--- config.mk ---
export PLATFORM = sky130hd
export DESIGN_NAME = converter_mute_ramp
export DESIGN_NICKNAME = d
export VERILOG_FILES = /design/src/rtl/mute_ramp_pkg.sv /design/src/rtl/sample_stream_if.sv /design/src/rtl/sample_fifo.sv /design/src/rtl/converter_mute_ramp.sv
export VERILOG_INCLUDE_DIRS = /design/src /design/src/rtl
export SDC_FILE = /design/constraint.sdc
export NUM_CORES = 2
export LEC_CHECK = 0
export BUFFER_PORTS_ARGS = -buffer_cell sky130_fd_sc_hd__clkbuf_2
export CORE_UTILIZATION = 50
export CTS_CLUSTER_DIAMETER = 60
export CTS_CLUSTER_SIZE = 40
export DETAILED_ROUTE_END_ITERATION = 10
export MAX_ROUTING_LAYER = met4
export PLACE_DENSITY = 0.76
export SLEW_MARGIN = 25
export SYNTH_ARGS = -nofsm -noshare
export SYNTH_HDL_FRONTEND = slang
export SYNTH_SLANG_ARGS = --single-unit
--- constraint.sdc ---
create_clock -name mclk_i -period 17.5 [get_ports mclk_i]
set_input_delay 0 -clock mclk_i [delete_from_list [all_inputs] [get_ports mclk_i]]
set_output_delay 0 -clock mclk_i [all_outputs]
set_load 0.01 [all_outputs]
--- src/rtl/mute_ramp_defines.svh ---
// register map, field positions, reset values and counts of the mute ramp block
`ifndef MUTE_RAMP_DEFINES_SVH
`define MUTE_RAMP_DEFINES_SVH

// register addresses on the 16-bit control port
`define MR_LOCK_ADDR 16'hf580
`define MR_CTRL_ADDR 16'hf581
`define MR_STAT_ADDR 16'hf582

// reset values
`define MR_CTRL_RESET 16'h0000
`define MR_LOCK_RESET 8'h00

// control field positions
`define MR_MANUAL_LSB 0
`define MR_GRP0_BIT 8
`define MR_GRP1_BIT 9
`define MR_MUTE_ON_LOCK_LOSS_BIT 10

// ramp and gain figures
`define MR_RAMP_SAMPLES 2048
`define MR_GAIN_FULL 12'h800
`define MR_GAIN_ZERO 12'h000
`define MR_GAIN_STEP 12'h001
`define MR_FRAC_BITS 11

// structure defaults
`define MR_NUM_CONV 8
`define MR_CONV_PER_GROUP 4
`define MR_FIFO_DEPTH 8
`define MR_SAMPLE_W 24

`endif

--- src/rtl/mute_ramp_pkg.sv ---
// types shared by the mute ramp block
package mute_ramp_pkg;

  // linear gain, 2048 means unity
  typedef logic [11:0] gain_type;

  // converter index carried with each sample
  typedef logic [2:0] conv_idx_type;

endpackage

--- src/rtl/sample_stream_if.sv ---
// valid/ready sample stream between the block's own modules
`timescale 1ns/1ps
`default_nettype none

interface sample_stream_if #(
  parameter int W = 51
);
  logic valid;
  logic ready;
  logic [W-1:0] data;

  // producer side
  modport src (output valid, output data, input ready);
  // consumer side
  modport snk (input valid, input data, output ready);
endinterface // sample_stream_if

`default_nettype wire

--- src/rtl/sample_fifo.sv ---
// flip-flop fifo with registered ready and valid flags
`timescale 1ns/1ps
`default_nettype none

module sample_fifo #(
  parameter int W = 51,
  parameter int DEPTH = 8
) (
  input wire logic mclk_i,    // system clock
  input wire logic arst_n_i,  // async reset, active low
  sample_stream_if.snk in_if, // filling side
  sample_stream_if.src out_if // draining side
);
  localparam int PW = $clog2(DEPTH);
  localparam int CW = $clog2(DEPTH + 1);

  logic [W-1:0] mem_r [DEPTH];
  logic [W-1:0] mem_nxt [DEPTH];
  logic [PW-1:0] wptr_r, wptr_nxt, rptr_r, rptr_nxt;
  logic [CW-1:0] count_r, count_nxt;
  logic ready_r, ready_nxt, valid_r, valid_nxt;
  logic push, pop;

  // flags are registered so the ports come from flip-flops
  assign in_if.ready = ready_r;
  assign out_if.valid = valid_r;
  assign out_if.data = mem_r[rptr_r];

  // next pointers, count, storage and flags
  always_comb
  begin
    push = in_if.valid && ready_r;
    pop = out_if.ready && valid_r;
    mem_nxt = mem_r;
    if (push)
    begin
      mem_nxt[wptr_r] = in_if.data;
    end
    wptr_nxt = push ? PW'(wptr_r + 1'b1) : wptr_r;
    rptr_nxt = pop ? PW'(rptr_r + 1'b1) : rptr_r;
    count_nxt = CW'(count_r + CW'(push) - CW'(pop));
    ready_nxt = (count_nxt != CW'(DEPTH));
    valid_nxt = (count_nxt != '0);
  end

  // state registers
  always_ff @(posedge mclk_i or negedge arst_n_i)
  begin
    if (!arst_n_i)
    begin
      for (int i = 0; i < DEPTH; i++)
      begin
        mem_r[i] <= '0;
      end
      wptr_r <= '0;
      rptr_r <= '0;
      count_r <= '0;
      ready_r <= 1'b0;
      valid_r <= 1'b0;
    end
    else
    begin
      mem_r <= mem_nxt;
      wptr_r <= wptr_nxt;
      rptr_r <= rptr_nxt;
      count_r <= count_nxt;
      ready_r <= ready_nxt;
      valid_r <= valid_nxt;
    end
  end
endmodule // sample_fifo

`default_nettype wire

--- src/rtl/converter_mute_ramp.sv ---
// mute and linear gain ramp control for eight stereo converters
//
// Decided for this implementation: the plain strobed port.
`include "mute_ramp_defines.svh"
`timescale 1ns/1ps
`default_nettype none

module converter_mute_ramp #(
  parameter int SW = `MR_SAMPLE_W,
  parameter int NUM_CONV = `MR_NUM_CONV,
  parameter int FIFO_DEPTH = `MR_FIFO_DEPTH
) (
  input wire logic mclk_i,                  // 100 MHz clock
  input wire logic arst_n_i,                // async reset, active low
  input wire logic [15:0] reg_addr_i,       // register address
  input wire logic [15:0] reg_wdata_i,      // register write data
  input wire logic reg_wr_i,                // write strobe
  input wire logic reg_rd_i,                // read strobe
  output logic [15:0] reg_rdata_o,          // read data, cycle after strobe
  input wire logic [NUM_CONV-1:0] rate_set_i,    // output rate set
  input wire logic [NUM_CONV-1:0] rate_steady_i, // input rate detected
  input wire logic [NUM_CONV-1:0] ratio_done_i,  // rate ratio calculated
  input wire logic in_valid_i,              // input sample valid
  output logic in_ready_o,                  // fifo can take a sample
  input wire logic [2:0] in_conv_i,         // converter of input sample
  input wire logic [SW-1:0] in_left_i,      // left sample, signed
  input wire logic [SW-1:0] in_right_i,     // right sample, signed
  output logic out_valid_o,                 // output sample valid
  input wire logic out_ready_i,             // consumer takes sample
  output logic [2:0] out_conv_o,            // converter of output sample
  output logic [SW-1:0] out_left_o,         // scaled left sample
  output logic [SW-1:0] out_right_o         // scaled right sample
);
  localparam int FW = 3 + 2 * SW;
  localparam int PW = SW + 13;

  logic [15:0] ctrl_r, ctrl_nxt;
  logic [15:0] rdata_r, rdata_nxt;
  logic [NUM_CONV-1:0] set_s1_r, set_s2_r, std_s1_r, std_s2_r;
  logic [NUM_CONV-1:0] rat_s1_r, rat_s2_r;
  logic [NUM_CONV-1:0] unlocked_r, unlocked_nxt;
  logic [NUM_CONV-1:0] mute_req;
  logic [NUM_CONV-1:0] fully_muted;
  logic [NUM_CONV-1:0] ramping;
  mute_ramp_pkg::gain_type [NUM_CONV-1:0] gain_vec;
  logic out_valid_r, out_valid_nxt;
  logic [2:0] out_conv_r, out_conv_nxt;
  logic [SW-1:0] out_left_r, out_left_nxt, out_right_r, out_right_nxt;
  logic take;
  logic step_any;
  mute_ramp_pkg::conv_idx_type pop_conv;
  logic [SW-1:0] pop_left, pop_right;

  sample_stream_if #(.W(FW)) fill_if ();
  sample_stream_if #(.W(FW)) drain_if ();

  // input samples enter the fifo packed with their converter index
  assign fill_if.valid = in_valid_i;
  assign fill_if.data = {in_conv_i, in_left_i, in_right_i};

  sample_fifo #(
    .W(FW),
    .DEPTH(FIFO_DEPTH)
  ) i_sample_fifo (
    .mclk_i(mclk_i),
    .arst_n_i(arst_n_i),
    .in_if(fill_if),
    .out_if(drain_if)
  );

  // drain when the output register is free or being emptied
  assign drain_if.ready = !out_valid_r || out_ready_i;
  assign take = drain_if.valid && drain_if.ready;
  assign step_any = take;
  assign pop_conv = drain_if.data[FW-1 -: 3];
  assign pop_left = drain_if.data[2*SW-1 -: SW];
  assign pop_right = drain_if.data[SW-1:0];

  // control register write and read answer
  always_comb
  begin
    ctrl_nxt = ctrl_r;
    rdata_nxt = 16'h0000;
    if (reg_wr_i && reg_addr_i == `MR_CTRL_ADDR)
    begin
      ctrl_nxt = reg_wdata_i;
    end
    if (reg_rd_i)
    begin
      case (reg_addr_i)
        `MR_CTRL_ADDR: rdata_nxt = ctrl_r;
        `MR_LOCK_ADDR: rdata_nxt = {8'h00, unlocked_r};
        `MR_STAT_ADDR: rdata_nxt = {ramping, fully_muted};
        default: rdata_nxt = 16'h0000;
      endcase
    end
  end

  always_ff @(posedge mclk_i or negedge arst_n_i)
  begin
    if (!arst_n_i)
    begin
      ctrl_r <= `MR_CTRL_RESET;
      rdata_r <= 16'h0000;
    end
    else
    begin
      ctrl_r <= ctrl_nxt;
      rdata_r <= rdata_nxt;
    end
  end

  // lock conditions arrive from another domain, two flops before use
  always_ff @(posedge mclk_i or negedge arst_n_i)
  begin
    if (!arst_n_i)
    begin
      set_s1_r <= '0;
      set_s2_r <= '0;
      std_s1_r <= '0;
      std_s2_r <= '0;
      rat_s1_r <= '0;
      rat_s2_r <= '0;
    end
    else
    begin
      set_s1_r <= rate_set_i;
      set_s2_r <= set_s1_r;
      std_s1_r <= rate_steady_i;
      std_s2_r <= std_s1_r;
      rat_s1_r <= ratio_done_i;
      rat_s2_r <= rat_s1_r;
    end
  end

  // locked only when all three conditions hold
  always_comb
  begin
    unlocked_nxt = ~(set_s2_r & std_s2_r & rat_s2_r);
  end

  always_ff @(posedge mclk_i or negedge arst_n_i)
  begin
    if (!arst_n_i)
    begin
      unlocked_r <= `MR_LOCK_RESET;
    end
    else
    begin
      unlocked_r <= unlocked_nxt;
    end
  end

  // per converter mute request and gain ramp
  for (genvar n = 0; n < NUM_CONV; n++)
  begin : g_conv
    logic grp_off;
    mute_ramp_pkg::gain_type gain_r, gain_nxt;

    // group bit n/4 disables ramping and every kind of mute
    assign grp_off = ctrl_r[`MR_GRP0_BIT + n / `MR_CONV_PER_GROUP];
    // manual mute first, then the lock-loss mute if enabled
    assign mute_req[n] = !grp_off && (ctrl_r[`MR_MANUAL_LSB + n]
      || (ctrl_r[`MR_MUTE_ON_LOCK_LOSS_BIT] && unlocked_r[n]));
    assign gain_vec[n] = gain_r;
    assign fully_muted[n] = (gain_r == `MR_GAIN_ZERO);
    assign ramping[n] = mute_req[n] ? (gain_r != `MR_GAIN_ZERO)
                                    : (gain_r != `MR_GAIN_FULL);

    // one step per sample of this converter, toward the requested end
    always_comb
    begin
      gain_nxt = gain_r;
      if (grp_off)
      begin
        gain_nxt = `MR_GAIN_FULL;
      end
      else if (step_any && pop_conv == 3'(n))
      begin
        if (mute_req[n] && gain_r != `MR_GAIN_ZERO)
        begin
          gain_nxt = gain_r - `MR_GAIN_STEP;
        end
        else if (!mute_req[n] && gain_r != `MR_GAIN_FULL)
        begin
          gain_nxt = gain_r + `MR_GAIN_STEP;
        end
      end
    end

    always_ff @(posedge mclk_i or negedge arst_n_i)
    begin
      if (!arst_n_i)
      begin
        gain_r <= `MR_GAIN_FULL;
      end
      else
      begin
        gain_r <= gain_nxt;
      end
    end
  end

  // scale a signed sample by the linear gain
  function automatic logic [SW-1:0] scale(
    input logic [SW-1:0] s,
    input mute_ramp_pkg::gain_type g
  );
    logic signed [PW-1:0] prod;
    prod = PW'($signed(s) * $signed({1'b0, g}));
    scale = SW'(prod >>> `MR_FRAC_BITS);
  endfunction

  // output stage, gain applied as the sample leaves the fifo
  always_comb
  begin
    out_valid_nxt = out_valid_r;
    out_conv_nxt = out_conv_r;
    out_left_nxt = out_left_r;
    out_right_nxt = out_right_r;
    if (take)
    begin
      out_valid_nxt = 1'b1;
      out_conv_nxt = pop_conv;
      out_left_nxt = scale(pop_left, gain_vec[pop_conv]);
      out_right_nxt = scale(pop_right, gain_vec[pop_conv]);
    end
    else if (out_ready_i)
    begin
      out_valid_nxt = 1'b0;
    end
  end

  always_ff @(posedge mclk_i or negedge arst_n_i)
  begin
    if (!arst_n_i)
    begin
      out_valid_r <= 1'b0;
      out_conv_r <= 3'h0;
      out_left_r <= '0;
      out_right_r <= '0;
    end
    else
    begin
      out_valid_r <= out_valid_nxt;
      out_conv_r <= out_conv_nxt;
      out_left_r <= out_left_nxt;
      out_right_r <= out_right_nxt;
    end
  end

  // outputs straight from flip-flops
  assign reg_rdata_o = rdata_r;
  assign in_ready_o = fill_if.ready;
  assign out_valid_o = out_valid_r;
  assign out_conv_o = out_conv_r;
  assign out_left_o = out_left_r;
  assign out_right_o = out_right_r;
endmodule // converter_mute_ramp

`default_nettype wire

==> results.cfg <==
[drt]
drtPass1Iterations = 7
via_count = 34600
drt_wl_total_mm = 125
first_iter_violations = 2721
viasPerCell = 5.61
route.detailed.drc = 0
ant_nets = 0
drt-wirelength-per-cell_um = 20.2

[logic_synthesis]
synthTopCellsByArea = dfrtp_1 32%, fa_1 20%, mux2_2 10%, ha_1 5.8%, inv_1 5.2%
yosysTopAreaCellShare_pct = 32.1
synth_warnings = 0
synthTopCellsByCount = 702 x inv_1, 648 x dfrtp_1, 507 x fa_1, 469 x mux2_2, 454 x nor2_1
syn-cell-area_um2 = 50500
synth_fp_nets = 5455
synthArstFlopShare_pct = 100
yosysTopAreaCell = dfrtp_1
synth_most_common_cell = inv_1
syn_avg_cell_area_um2 = 11.0
ys.flop_type = dfrtp_1
synth-seq-area-share_pct = 32.5
synth-edff-count = 0
ys_seq_elements = 656
netlist_instances = 4601
ys_types = 75

[global_routing]
antenna_found_initial = 4
met2_usage_pct = 40.5
met3_usage_pct = 4.57
met1_usage_pct = 34.5
overflow = 0
busiest_layer = met2
grt_max_degree = 183
track_usage_pct = 25.7
grt_first_pass_wirelength_mm = 202
grt_pass1_vias = 36800

[timing]
final_period_minus_worst_setup_slack_ns = 10.02
max_slew_margin_pct = 25.3
setup_violations = 0
finalHoldViolations = 0
max_freq_mhz = 99.8
post-route-period-util_pct = 57.2
tightest_slew_ns = 1.09
drv_slew = 0
setup_tns_ns = 0
holdWs_ns = 0.116
setup_slack_ns = 7.48
fin_skew_ns = 0.0484
rsz0062_at_grt = false

[cells_and_area]
layout-drive-gt1-share_pct = 19.8
area_growth_pct = 11.3
final-seq-area_um2 = 16400
multi_input_area_um2 = 30900
fin_cells = 6175
fin_nets = 5685
nFillCells = 8148

[die]
ios = 182
die-area_um2 = 102000
row_count = 116
fp.dieW_um = 320
start_util_pct = 50.5
core_um2 = 100000
fp.dieH_um = 320

[worst_setup_path]
cp-start-kind = flop
path_delay_family = adder cells
critPathCaptureType = flop
cp_common_cell = fa_1
path_buf_inv = 7
crit_arrival_ns = 10.60
crit_fanout = 47
path_class = reg -> reg
cp_data_required_time_ns = 18.09
slowest_delay_ns = 0.89
crit_slowest_cell = dfrtp_4

[hold_path]
min_path_type = in -> reg

[clock_network]
cts_buffers = 49
cts_max_level = 2
clk_latency_ns = 0.67
cts-resized-gates = 0
cts.sinks = 656
ctsLongestPathBuffers = 3
cts-root-buf = clkbuf_16
cts_tree = yes
path_clk_slew_ns = 0.10

[flow_run]
maxCapViolations = 0

[placement]
gp_congestion = 0.958
pre_cts_ws_ns = 7.49
hpwl_mm = 89.1
dp.cells = 5952
io_buffers = 181

[run_status]
outcome = finished clean
cell usage in the layout (no fill, tap or decap), types with 19 or more instances in the layout:
master         count
fa_1             507
mux2i_1          158
a21o_1            54
buf_4             56
xor2_1            25
a211oi_1          23
o21bai_1          53
mux2_2           469
nand2_1          360
nor2_1           451
clkbuf_2         180
a21oi_1          126
o21ai_0           67
dfrtp_1          644
inv_1            702
nand2b_1          23
xnor2_1          135
dlygate4sd3_1    124
ha_1             234
nand3_1           30
mux4_2           101
or3_1             19
clkbuf_16         49
worst register-to-register path, delay by kind of cell, from the launching register on:
kind	cells	cell delay, ns
buffers and inverters	7	1.87
AO/OA/AOI/OAI	8	2.00
flip-flops	1	0.89
AND/OR/NAND/NOR	6	1.50
multiplexers	2	0.87
adder cells (fa/ha/maj)	6	2.85
registers in the layout, indices dropped and copies added (netlist names), 16 cells and up:
register / flops
out_left_o: 24
ctrl_r: 16
i_sample_fifo.mem_r: 408
g_conv.gain_r: 96
reg_rdata_o: 16
out_right_o: 24
kinds of logic (layout without fill, tap and decap cells):
| logic type | Yosys count | after routing | synth area share [%] |
|---|---|---|---|
| adder cells (fa/ha/maj) | 741 | 741 | 25.9 |
| XOR/XNOR | 160 | 160 | 2.77 |
| flip-flops | 656 | 656 | 32.5 |
| buffers and inverters | 889 | 1160 | 6.73 |
| other | 0 | 5 | 0 |
| AO/OA/AOI/OAI | 422 | 422 | 5.49 |
| multiplexers | 741 | 741 | 18.4 |
| AND/OR/NAND/NOR | 992 | 992 | 8.19 |
stage by stage:
stage               utilization (%)  instance area [um2]
floorplan                         -                50500
global placement               52.9                53000
detailed placement             52.9                53000
CTS                            56.1                56200
global route                   56.2                56300
finish                         56.2                56300
layer usage:
layer	up-vias	share of wire (%)	wire (um)
met4	0	2.8	3470
met3	222	7.5	9380
met1	17700	43	53000
li1	15500	-	-
met5	-	0	0
met2	1218	47	58800
final cells by class:
cell class,count,area share [%]
multi-input cells,3056,54.9
flip-flops and latches,656,29.2
repair buffers,366,4.75
inverters,702,4.68
well taps,1298,2.89
clock buffers,52,2.20
clock inverters,40,1.29
diodes,5,0.0222
path summary, 6_finish.rpt:
| check | startpoint | endpoint | slack, ns | cells after the start |
|---|---|---|---|---|
| max in group asynchronous | arst_n_i | ctrl_r[9]$_DFFE_PN0P_ | 14.53 | 6 |
| worst max-delay path | i_sample_fifo.rptr_r[0]$_DFFE_PN0P_ | out_left_o[23]$_DFFE_PN0P_ | 7.48 | 29 |
| worst min-delay path | reg_addr_i[9] | reg_rdata_o[0]$_DFF_PN0_ | 0.12 | 6 |
| min in group asynchronous | arst_n_i | g_conv[1].gain_r[4]$_DFFE_PN0P_ | 0.40 | 3 |
| worst max register to register | i_sample_fifo.rptr_r[0]$_DFFE_PN0P_ | out_left_o[23]$_DFFE_PN0P_ | 7.48 | 29 |
| worst min register to register | std_s1_r[7]$_DFF_PN0_ | std_s2_r[7]$_DFF_PN0_ | 0.35 | 0 |
timing repair:
action,CTS,global route
hold buffers,125,0
hold endpoints to repair,557,0
buffers inserted,0,0
Power is left out: the tool's default activity adds up to more than one toggle a clock period on the data nets, which glitch-free logic cannot reach.
